===== src/pcc_defines.svh =====
`ifndef PCC_DEFINES_SVH
`define PCC_DEFINES_SVH

// ----------------------------------------------------------------
// Timing
// ----------------------------------------------------------------
`define PCC_CLK_MHZ          20
`define PCC_DEBOUNCE_US      10000
`define PCC_DEBOUNCE_CYC     (`PCC_DEBOUNCE_US * `PCC_CLK_MHZ)
`define PCC_WIN_PERIODS      512
`define PCC_MIN_PULSES       120

// ----------------------------------------------------------------
// Register map
// ----------------------------------------------------------------
`define PCC_OFS_CTRL         8'h00
`define PCC_OFS_STATUS       8'h04
`define PCC_OFS_PCOUNT       8'h08

`define PCC_CTRL_MAKE_MAIN   0
`define PCC_CTRL_INHIBIT     1
`define PCC_RST_CTRL_INH     1'h0

`define PCC_ST_DATA_LOSS     0
`define PCC_ST_AIS           1
`define PCC_ST_GEN_ALARM     2
`define PCC_ST_IN_SERVICE    3
`define PCC_ST_INHIBIT_SW    4
`define PCC_ST_BLOCK_JMP     5
`define PCC_ST_INSERT_JMP    6
`define PCC_ST_INPUT_PRESENT 7
`define PCC_ST_POWER_FAIL    8
`define PCC_ST_HANDSHAKE     9
`define PCC_ST_OUT_DISABLE   10

`define PCC_RESP_OKAY        2'h0
`define PCC_RESP_SLVERR      2'h2

`endif


===== src/pcc_pkg.sv =====
package pcc_pkg;

   typedef struct packed {
      logic        awvalid;
      logic [7:0]  awaddr;
      logic        wvalid;
      logic [31:0] wdata;
      logic [3:0]  wstrb;
      logic        bready;
      logic        arvalid;
      logic [7:0]  araddr;
      logic        rready;
   } pcc_axi_req_t;

   typedef struct packed {
      logic        awready;
      logic        wready;
      logic        bvalid;
      logic [1:0]  bresp;
      logic        arready;
      logic        rvalid;
      logic [31:0] rdata;
      logic [1:0]  rresp;
   } pcc_axi_rsp_t;

   typedef enum logic {
      PCC_ROLE_STANDBY,
      PCC_ROLE_MAIN
   } pcc_role_t;

endpackage


===== src/pcc_debounce.sv =====
`timescale 1ns/100ps
`include "pcc_defines.svh"

module pcc_debounce #(
   parameter int   CYCLES  = `PCC_DEBOUNCE_CYC,
   parameter logic RST_VAL = 1'b1
) (
   input  wire logic sys_clk_in,
   input  wire logic rst_n_in,
   input  wire logic raw_in,
   output logic      level_out
);

   localparam int CW = $clog2(CYCLES + 1);
   localparam logic [CW-1:0] CNT_MAX = CW'(CYCLES - 1);

   logic          sync1_q;
   logic          sync2_q;
   logic [CW-1:0] cnt_q;
   logic          level_q;

   // ----------------------------------------------------------------
   // Two-stage sync, then level must hold for the full count
   // ----------------------------------------------------------------
   always_ff @(posedge sys_clk_in) begin
      if (!rst_n_in) begin
         sync1_q <= RST_VAL;
         sync2_q <= RST_VAL;
         cnt_q   <= '0;
         level_q <= RST_VAL;
      end else begin
         sync1_q <= raw_in;
         sync2_q <= sync1_q;
         if (sync2_q == level_q) begin
            cnt_q <= '0;
         end else if (cnt_q == CNT_MAX) begin
            cnt_q   <= '0;
            level_q <= sync2_q;
         end else begin
            cnt_q <= cnt_q + CW'(1);
         end
      end
   end

   assign level_out = level_q;

endmodule // pcc_debounce


===== src/pcc_changeover.sv =====
`timescale 1ns/100ps
`include "pcc_defines.svh"

// Functional notes
// - Output jumper fitted disables data output
// - Insert jumper: send alarm signal on loss
// - Block jumper: incoming alarm signal never switches
// - Paired: button requests becoming main
// - Inhibit switch blocks every changeover to main when paired
// - Power-fail bypass closes loss-of-power contact
// - Loss or alarm signal closes general contact
// - Grounded external request makes module main
// - Manager reads alarms, role, switches, jumpers, lock
// - Valid needs 120 pulses per 512 periods
// - All-ones payload sets alarm-signal flag
// - Main selection non-reverting after restore
// - Auto change needs alarmed main partner or no main partner, no inhibit
module pcc_changeover #(
   parameter int DEBOUNCE_CYCLES = `PCC_DEBOUNCE_CYC
) (
   input  wire logic                  sys_clk_in,
   input  wire logic                  rst_n_in,
   input  wire pcc_pkg::pcc_axi_req_t axi_req_in,
   output pcc_pkg::pcc_axi_rsp_t      axi_rsp_out,
   input  wire logic                  output_disable_jumper_in,
   input  wire logic                  alarm_insert_jumper_in,
   input  wire logic                  alarm_switch_block_jumper_in,
   input  wire logic                  change_request_button_n_in,
   input  wire logic                  change_inhibit_switch_in,
   input  wire logic                  ext_change_request_n_in,
   input  wire logic                  data_pulse_in,
   input  wire logic                  ais_payload_ones_in,
   input  wire logic                  pll_lock_in,
   input  wire logic                  power_fail_in,
   input  wire logic                  handshake_mode_in,
   input  wire logic                  partner_main_in,
   input  wire logic                  partner_alarm_in,
   input  wire logic                  partner_inhibit_in,
   output logic                       data_out_en_out,
   output logic                       ais_insert_out,
   output logic                       in_service_out,
   output logic                       loss_power_contact_out,
   output logic                       general_alarm_contact_out,
   output logic                       alarm_to_partner_out,
   output logic                       inhibit_to_partner_out
);

   localparam int NPIN = 11;
   localparam int P_ODIS = 0;
   localparam int P_AINS = 1;
   localparam int P_ABLK = 2;
   localparam int P_PULSE = 3;
   localparam int P_AIS = 4;
   localparam int P_LOCK = 5;
   localparam int P_PWR = 6;
   localparam int P_HSK = 7;
   localparam int P_PMAIN = 8;
   localparam int P_PALM = 9;
   localparam int P_PINH = 10;
   localparam logic [8:0] WIN_LAST = 9'(`PCC_WIN_PERIODS - 1);
   localparam logic [9:0] MIN_PULSES = 10'(`PCC_MIN_PULSES);

   // ----------------------------------------------------------------
   // Pin synchronisers
   // ----------------------------------------------------------------
   logic [NPIN-1:0] pin_raw;
   logic [NPIN-1:0] pin_s1_q;
   logic [NPIN-1:0] pin_q;
   logic [2:0]      db_raw;
   logic [2:0]      db_lvl;

   assign pin_raw = {partner_inhibit_in, partner_alarm_in, partner_main_in, handshake_mode_in,
                     power_fail_in, pll_lock_in, ais_payload_ones_in, data_pulse_in,
                     alarm_switch_block_jumper_in, alarm_insert_jumper_in,
                     output_disable_jumper_in};
   assign db_raw  = {ext_change_request_n_in, change_inhibit_switch_in,
                     change_request_button_n_in};

   always_ff @(posedge sys_clk_in) begin
      if (!rst_n_in) begin
         pin_s1_q <= '0;
         pin_q    <= '0;
      end else begin
         pin_s1_q <= pin_raw;
         pin_q    <= pin_s1_q;
      end
   end

   // Idle levels: button and request released (high), switch at allow (low)
   localparam logic [2:0] DB_IDLE = 3'h5;

   genvar gi;
   generate
      for (gi = 0; gi < 3; gi++) begin : g_db
         pcc_debounce #(
            .CYCLES  (DEBOUNCE_CYCLES),
            .RST_VAL (DB_IDLE[gi])
         ) u_db (
            .sys_clk_in (sys_clk_in),
            .rst_n_in   (rst_n_in),
            .raw_in     (db_raw[gi]),
            .level_out  (db_lvl[gi])
         );
      end
   endgenerate

   // ----------------------------------------------------------------
   // Input qualification and alarms
   // ----------------------------------------------------------------
   logic [8:0] win_q;
   logic [9:0] pcnt_q;
   logic [9:0] plast_q;
   logic       pulse_prev_q;
   logic       data_loss_q;
   logic       ais_q;
   logic       pulse_rise;
   logic       win_end;
   logic [9:0] pcnt_inc;

   assign pulse_rise = pin_q[P_PULSE] & ~pulse_prev_q;
   assign win_end    = (win_q == WIN_LAST);
   assign pcnt_inc   = (pulse_rise && pcnt_q != 10'h3FF) ? pcnt_q + 10'h001 : pcnt_q;

   always_ff @(posedge sys_clk_in) begin
      if (!rst_n_in) begin
         win_q        <= 9'h000;
         pcnt_q       <= 10'h000;
         plast_q      <= 10'h000;
         pulse_prev_q <= 1'b0;
         data_loss_q  <= 1'b1;
         ais_q        <= 1'b0;
      end else begin
         pulse_prev_q <= pin_q[P_PULSE];
         win_q        <= win_q + 9'h001;
         ais_q        <= pin_q[P_AIS];
         if (win_end) begin
            pcnt_q      <= 10'h000;
            plast_q     <= pcnt_inc;
            data_loss_q <= (pcnt_inc < MIN_PULSES);
         end else begin
            pcnt_q <= pcnt_inc;
         end
      end
   end

   // ----------------------------------------------------------------
   // Changeover decision
   // ----------------------------------------------------------------
   pcc_pkg::pcc_role_t role_q;
   pcc_pkg::pcc_role_t role_d;
   logic btn_prev_q;
   logic ext_prev_q;
   logic pmain_prev_q;
   logic ctrl_inh_q;
   logic remote_req_q;
   logic local_alarm;
   logic inhibit_any;
   logic btn_press;
   logic ext_press;
   logic auto_take;
   logic take;
   logic handshake;
   logic partner_took;
   logic [1:0] settle_q;
   logic settled;

   // Synced pins read low until refilled; role holds until then
   assign settled      = (settle_q == 2'h3);

   // Alarm signal may be kept out of switching by the block jumper
   assign local_alarm  = data_loss_q | (ais_q & ~pin_q[P_ABLK]);
   assign inhibit_any  = db_lvl[1] | pin_q[P_PINH] | ctrl_inh_q;
   assign handshake    = pin_q[P_HSK];
   assign btn_press    = ~db_lvl[0] & btn_prev_q;
   assign ext_press    = ~db_lvl[2] & ext_prev_q;
   // Takes over from a main partner only if it is ailing and this module is healthy; always when the partner is not main
   assign auto_take    = (pin_q[P_PMAIN] & pin_q[P_PALM] & ~local_alarm)
                         | ~pin_q[P_PMAIN];
   assign take         = handshake & ~inhibit_any
                         & (btn_press | ext_press | remote_req_q | auto_take);
   assign partner_took = pin_q[P_PMAIN] & ~pmain_prev_q;

   always_comb begin
      role_d = role_q;
      case (role_q)
         pcc_pkg::PCC_ROLE_STANDBY: begin
            // Stays standby once restored; no self return
            if (settled && (!handshake || take)) begin
               role_d = pcc_pkg::PCC_ROLE_MAIN;
            end
         end
         pcc_pkg::PCC_ROLE_MAIN: begin
            if (settled && handshake && partner_took) begin
               role_d = pcc_pkg::PCC_ROLE_STANDBY;
            end
         end
         default: role_d = pcc_pkg::PCC_ROLE_STANDBY;
      endcase
   end

   always_ff @(posedge sys_clk_in) begin
      if (!rst_n_in) begin
         role_q       <= pcc_pkg::PCC_ROLE_STANDBY;
         settle_q     <= 2'h0;
         btn_prev_q   <= 1'b1;
         ext_prev_q   <= 1'b1;
         pmain_prev_q <= 1'b0;
      end else begin
         role_q       <= role_d;
         settle_q     <= settled ? settle_q : settle_q + 2'h1;
         btn_prev_q   <= db_lvl[0];
         ext_prev_q   <= db_lvl[2];
         pmain_prev_q <= pin_q[P_PMAIN];
      end
   end

   // ----------------------------------------------------------------
   // Pin outputs
   // ----------------------------------------------------------------
   always_ff @(posedge sys_clk_in) begin
      if (!rst_n_in) begin
         data_out_en_out           <= 1'b0;
         ais_insert_out            <= 1'b0;
         in_service_out            <= 1'b0;
         loss_power_contact_out    <= 1'b0;
         general_alarm_contact_out <= 1'b0;
         alarm_to_partner_out      <= 1'b0;
         inhibit_to_partner_out    <= 1'b0;
      end else begin
         data_out_en_out           <= ~pin_q[P_ODIS];
         ais_insert_out            <= pin_q[P_AINS] & data_loss_q;
         in_service_out            <= (role_d == pcc_pkg::PCC_ROLE_MAIN);
         loss_power_contact_out    <= pin_q[P_PWR];
         general_alarm_contact_out <= data_loss_q | ais_q;
         alarm_to_partner_out      <= local_alarm | pin_q[P_PWR];
         inhibit_to_partner_out    <= db_lvl[1] | ctrl_inh_q;
      end
   end

   // ----------------------------------------------------------------
   // AXI4-Lite slave
   // ----------------------------------------------------------------
   function automatic logic [1:0] reg_sel(input logic [7:0] addr);
      case (addr)
         `PCC_OFS_CTRL:   reg_sel = 2'h1;
         `PCC_OFS_STATUS: reg_sel = 2'h2;
         `PCC_OFS_PCOUNT: reg_sel = 2'h3;
         default:         reg_sel = 2'h0;
      endcase
   endfunction

   logic        awready_q;
   logic        wready_q;
   logic        bvalid_q;
   logic [1:0]  bresp_q;
   logic        arready_q;
   logic        rvalid_q;
   logic [31:0] rdata_q;
   logic [1:0]  rresp_q;
   logic [7:0]  awaddr_q;
   logic [31:0] wdata_q;
   logic        wstrb0_q;
   logic        aw_take;
   logic        w_take;
   logic        ar_take;
   logic        aw_have;
   logic        w_have;
   logic        do_write;
   logic [1:0]  wsel;
   logic [1:0]  rsel;
   logic [31:0] status_word;
   logic [31:0] rd_word;

   assign aw_take  = axi_req_in.awvalid & awready_q;
   assign w_take   = axi_req_in.wvalid & wready_q;
   assign ar_take  = axi_req_in.arvalid & arready_q;
   assign aw_have  = ~awready_q;
   assign w_have   = ~wready_q;
   assign do_write = aw_have & w_have & ~bvalid_q;
   assign wsel     = reg_sel(awaddr_q);
   assign rsel     = reg_sel(axi_req_in.araddr);

   always_comb begin
      status_word = 32'h0000_0000;
      status_word[`PCC_ST_DATA_LOSS]     = data_loss_q;
      status_word[`PCC_ST_AIS]           = ais_q;
      status_word[`PCC_ST_GEN_ALARM]     = general_alarm_contact_out;
      status_word[`PCC_ST_IN_SERVICE]    = in_service_out;
      status_word[`PCC_ST_INHIBIT_SW]    = db_lvl[1];
      status_word[`PCC_ST_BLOCK_JMP]     = pin_q[P_ABLK];
      status_word[`PCC_ST_INSERT_JMP]    = pin_q[P_AINS];
      status_word[`PCC_ST_INPUT_PRESENT] = pin_q[P_LOCK];
      status_word[`PCC_ST_POWER_FAIL]    = pin_q[P_PWR];
      status_word[`PCC_ST_HANDSHAKE]     = handshake;
      status_word[`PCC_ST_OUT_DISABLE]   = pin_q[P_ODIS];
   end

   assign rd_word = (rsel == 2'h1) ? {30'h0000_0000, ctrl_inh_q, 1'b0} :
                    (rsel == 2'h2) ? status_word :
                    (rsel == 2'h3) ? {22'h00_0000, plast_q} : 32'h0000_0000;

   always_ff @(posedge sys_clk_in) begin
      if (!rst_n_in) begin
         awready_q    <= 1'b1;
         wready_q     <= 1'b1;
         bvalid_q     <= 1'b0;
         bresp_q      <= `PCC_RESP_OKAY;
         arready_q    <= 1'b1;
         rvalid_q     <= 1'b0;
         rdata_q      <= 32'h0000_0000;
         rresp_q      <= `PCC_RESP_OKAY;
         awaddr_q     <= 8'h00;
         wdata_q      <= 32'h0000_0000;
         wstrb0_q     <= 1'b0;
         ctrl_inh_q   <= `PCC_RST_CTRL_INH;
         remote_req_q <= 1'b0;
      end else begin
         remote_req_q <= 1'b0;
         if (aw_take) begin
            awready_q <= 1'b0;
            awaddr_q  <= axi_req_in.awaddr;
         end
         if (w_take) begin
            wready_q <= 1'b0;
            wdata_q  <= axi_req_in.wdata;
            wstrb0_q <= axi_req_in.wstrb[0];
         end
         if (do_write) begin
            bvalid_q <= 1'b1;
            bresp_q  <= (wsel == 2'h0) ? `PCC_RESP_SLVERR : `PCC_RESP_OKAY;
            if (wsel == 2'h1 && wstrb0_q) begin
               ctrl_inh_q   <= wdata_q[`PCC_CTRL_INHIBIT];
               remote_req_q <= wdata_q[`PCC_CTRL_MAKE_MAIN];
            end
         end
         if (bvalid_q && axi_req_in.bready) begin
            bvalid_q  <= 1'b0;
            awready_q <= 1'b1;
            wready_q  <= 1'b1;
         end
         if (ar_take) begin
            arready_q <= 1'b0;
            rvalid_q  <= 1'b1;
            rdata_q   <= rd_word;
            rresp_q   <= (rsel == 2'h0) ? `PCC_RESP_SLVERR : `PCC_RESP_OKAY;
         end
         if (rvalid_q && axi_req_in.rready) begin
            rvalid_q  <= 1'b0;
            arready_q <= 1'b1;
         end
      end
   end

   assign axi_rsp_out = '{awready: awready_q, wready: wready_q, bvalid: bvalid_q,
                          bresp: bresp_q, arready: arready_q, rvalid: rvalid_q,
                          rdata: rdata_q, rresp: rresp_q};
endmodule // pcc_changeover


===== config.mk =====
export PLATFORM = sky130hd
export DESIGN_NAME = pcc_changeover
export DESIGN_NICKNAME = d
export VERILOG_FILES = /design/src/pcc_pkg.sv /design/src/pcc_debounce.sv /design/src/pcc_changeover.sv
export VERILOG_INCLUDE_DIRS = /design/src
export SDC_FILE = /design/constraint.sdc
export NUM_CORES = 1
export LEC_CHECK = 0
export BUFFER_PORTS_ARGS = -buffer_cell sky130_fd_sc_hd__buf_2
export CAP_MARGIN = 5
export CELL_PAD_IN_SITES_DETAIL_PLACEMENT = 1
export CELL_PAD_IN_SITES_GLOBAL_PLACEMENT = 1
export CORE_ASPECT_RATIO = 0.8
export CORE_MARGIN = 2
export CORE_UTILIZATION = 38
export CTS_BUF_LIST = sky130_fd_sc_hd__clkbuf_8 sky130_fd_sc_hd__clkbuf_16
export CTS_CLUSTER_SIZE = 12
export DETAILED_ROUTE_END_ITERATION = 6
export GPL_ROUTABILITY_DRIVEN = 0
export PLACE_DENSITY = 0.69
export SLEW_MARGIN = 20
export SYNTH_ARGS = -nofsm -noshare
export SYNTH_HDL_FRONTEND = slang
export SYNTH_SLANG_ARGS = --single-unit

===== constraint.sdc =====
create_clock -name sys_clk_in -period 4.8 [get_ports sys_clk_in]
set_input_delay 1.2 -clock sys_clk_in [delete_from_list [all_inputs] [get_ports sys_clk_in]]
set_output_delay 1.2 -clock sys_clk_in [all_outputs]
set_load 0.005 [all_outputs]

==> results.py <==
metrics = {
    "sta": {
        "rsz0062_at_grt": "no",
        "layout_min_cycle_time_ns": 2.476,
        "fin_hold_ws_ns": 0.4085,
        "fmax_mhz": 403.8,
        "worstMarginPinSlew_ns": 0.7818,
        "slew_violations": 0,
        "setup_ws_ns": 2.324,
        "hold_viol": 0,
        "period_share_pct": 51.59,
        "slew_headroom_pct": 47.65,
        "skew_ns": 0.008113,
        "tns_ns": 0,
        "setup_viol": 0,
    },
    "die": {
        "core_um2": 16550,
        "ios": 121,
        "rows": 42,
        "start_util_pct": 38.75,
        "die_x_um": 149.3,
        "die_area_um2": 17940,
        "die_h_um": 120.2,
    },
    "clocking": {
        "cts_buffers": 17,
        "cts_sinks": 160,
        "cts_tree": "yes",
        "path_clk_slew_ns": 0.06,
        "hold_buffers": 0,
        "postCtsSetupRepairBufs": 0,
        "cts-root-buf": "clkbuf_16",
        "h-tree-depth": 4,
        "cts_buffer_depth": 2,
        "clk_latency_ns": 0.43,
        "cts-resized-gates": 0,
    },
    "critical_path": {
        "rr_endpoint": "g_db[0].u_db.cnt_q[3]",
        "worstSetupStartpoint": "axi_req_in[6]",
        "crit_chain": "buf_2, nor4_1, nand2_1, nor3b_2, a22oi_1, o21ai_0",
        "path_delay_family": "simple AND/OR/NAND/NOR gates",
        "required_ns": 5.15,
        "cp_slowest_cell": "nor3b_2",
        "path_class": "primary input to flop",
        "arrival_ns": 2.83,
        "crit_path_end": "rdata_q[7]",
        "crit_path_max_fanout": 10,
        "slowest_delay_ns": 0.70,
        "rr_worst_depth": 6,
        "cp-start-kind": "primary input",
        "reg2reg_from": "g_db[0].u_db.cnt_q[0]",
        "critical_path_buf_inv_count": 1,
        "critPathCaptureType": "flop",
        "reg2reg_slack_ns": 2.56,
        "worst-path-stages": 6,
    },
    "synthesis": {
        "synth_compound_area_share_pct": 8.114,
        "seq_area_frac_synth_pct": 49.93,
        "syn-cell-area_um2": 6415,
        "synth_mux_area_share_pct": 1.716,
        "synth_top_family_by_area": "simple AND/OR/NAND/NOR gates",
        "synth_fa_ha_area_share_pct": 1.365,
        "synth_edf_count": 0,
        "synthArstFlopShare_pct": 0,
        "synth_ff_type": "dfxtp_1",
        "yosys_warnings": 0,
        "synth_top_area_cell": "dfxtp_1",
        "synth-seq-cells": 160,
        "synth_cell_types": 53,
        "synth.area.top_cells": "dfxtp_1, nor2_1, xor2_1",
        "synth-simple-area-share_pct": 25.34,
        "yosys-top-cells-count": "dfxtp_1, nor2_1, nand2_1",
        "synth_xor_area_share_pct": 7.919,
        "netlist_instances": 694,
        "yosysTopAreaCellShare_pct": 49.93,
        "yosysMostFrequentCell": "dfxtp_1",
        "synth.avg_cell_area_um2": 9.243,
    },
    "flow_run": {
        "maxCapViolCount": 0,
    },
    "pwr": {
        "ir_drop_mv": 0.2885,
        "pwr-share-seq_pct": 45.6,
        "p_total_w": 0.003025,
        "switchingPower_w": 0.0006279,
        "p_leak_nw": 2.864,
        "clkPwrFrac_pct": 50.9,
        "internal_power_w": 0.002397,
        "powerDensity_nw_per_um2": 403.6,
        "swShare_pct": 20.76,
        "pwr-share-comb_pct": 3.5,
    },
    "global_routing": {
        "grtUsageMet3_pct": 4.453,
        "grt_antenna_before_repair": 0,
        "grt_max_degree": 44,
        "grt_pass1_wl_um": 24410,
        "grt.busiest_layer": "met2",
        "grt_pass1_vias": 4920,
        "grt_use_met2_pct": 28.25,
        "use_met1_pct": 21.66,
        "grt-ovfl-total": 0,
        "track_usage_pct": 17.22,
    },
    "routing": {
        "wirelength_um": 14270,
        "vias_per_cell": 4.911,
        "ant_nets": 0,
        "wl_per_cell_um": 14.48,
        "first_iter_violations": 163,
        "drc": 0,
        "num_vias": 4837,
        "drt-pass1-iter-count": 4,
    },
    "placed_design": {
        "io_buffers": 64,
        "dp_slack_ns": 1.710,
        "hpwl_um": 10010,
    },
    "final_layout": {
        "nFillCells": 1930,
        "syn2layout_area_growth_pct": 16.81,
        "nets": 832,
        "drive_above_1_share_pct": 14.12,
        "n_antenna_cell": 0,
    },
    "status": {
        "status": "completed",
    },
    "worst_hold_path": {
        "hold_path_class": "flop to flop",
    },
}
## power by group through the flow
stage / sequential, W / clock (W) / combinational (W)
2_1_floorplan: 0.00140 / 0 / 0.0000845
3_5_place_dp: 0.00141 / 0 / 0.000107
3_3_place_gp: 0.00141 / 0 / 0.000102
4_1_cts: 0.00138 / 0.00158 / 0.000108
5_1_grt: 0.00138 / 0.00163 / 0.000124
6_report: 0.00138 / 0.00154 / 0.000106
## area by class of cell
cell class / count / area [um^2] / share of cell area (%)
flip-flops and latches: 160 / 3203 / 42.74
multi-input cells: 491 / 2945 / 39.31
clock buffers: 18 / 439.2 / 5.861
repair buffers: 66 / 335.3 / 4.475
well taps: 220 / 275.3 / 3.673
clock inverters: 14 / 235.2 / 3.139
inverters: 16 / 60.06 / 0.8015
## state kept, by name, indices dropped and copies added, names as in the netlist, 2 cells and up
register and cells:
g_db.u_db.cnt_q 54, pin_q 11, pin_s1_q 11, rdata_q 11, pcnt_q 10, plast_q 10, win_q 9, awaddr_q 8
g_db.u_db.level_out 3, g_db.u_db.sync1_q 3, g_db.u_db.sync2_q 3, settle_q 2, wdata_q 2
## stage by stage
step,area [um^2],cells,utilization (%)
3_5_place_dp,6812,953,41.15
6_report,7493,985,45.27
5_1_grt,7493,985,45.27
3_3_place_gp,6812,953,41.15
4_1_cts,7486,985,45.22
2_1_floorplan,6497,716,-
## worst register-to-register path, delay by kind of cell, from the launching register on
| kind | cells | cell delay (ns) |
|---|---|---|
| fa+ha+maj | 1 | 0.20 |
| flops | 1 | 0.37 |
| simple gates | 5 | 1.53 |
## kinds of logic after synthesis
logic type | after synthesis
adders and majority gates | 7
DFF | 160
xor gates and xnor gates | 58
muxes | 11
buffers and inverters | 65
AOI/OAI and AO/OA | 81
and+or+nand+nor | 311
other | 1
## layer usage
| layer | up-vias | share of wire [%] |
|---|---|---|
| met5 | - | 0 |
| met4 | 0 | 1.7 |
| met3 | 17 | 3.5 |
| met2 | 74 | 47 |
| met1 | 2324 | 48 |
| li1 | 2422 | - |
## worst min-delay path by stage
stage,slack (ns),from,endpoint,depth (start not counted)
floorplan,0.39,g_db[0].u_db.sync1_q,g_db[0].u_db.sync2_q,1
CTS,0.41,g_db[0].u_db.sync1_q,g_db[0].u_db.sync2_q,1
global placement,0.39,g_db[0].u_db.sync1_q,g_db[0].u_db.sync2_q,1
global route,0.44,g_db[0].u_db.sync1_q,g_db[0].u_db.sync2_q,1
finish,0.41,g_db[0].u_db.sync1_q,g_db[0].u_db.sync2_q,1
detailed placement,0.39,g_db[0].u_db.sync1_q,g_db[0].u_db.sync2_q,1
## cell usage in the layout, fill, tap and decap left out, types with 15 or more instances in the layout
master     instances
buf_2             64
nor2_1            73
nor3_1            15
inv_1             17
and2_1            41
xor2_1            31
nand3_1           34
a21boi_0          17
dfxtp_1          160
nand2_1           64
o21ai_0           27
clkbuf_16         17
xnor2_1           27
conb_1            23
nand4_1           15
Power figures use the tool's default switching activity.
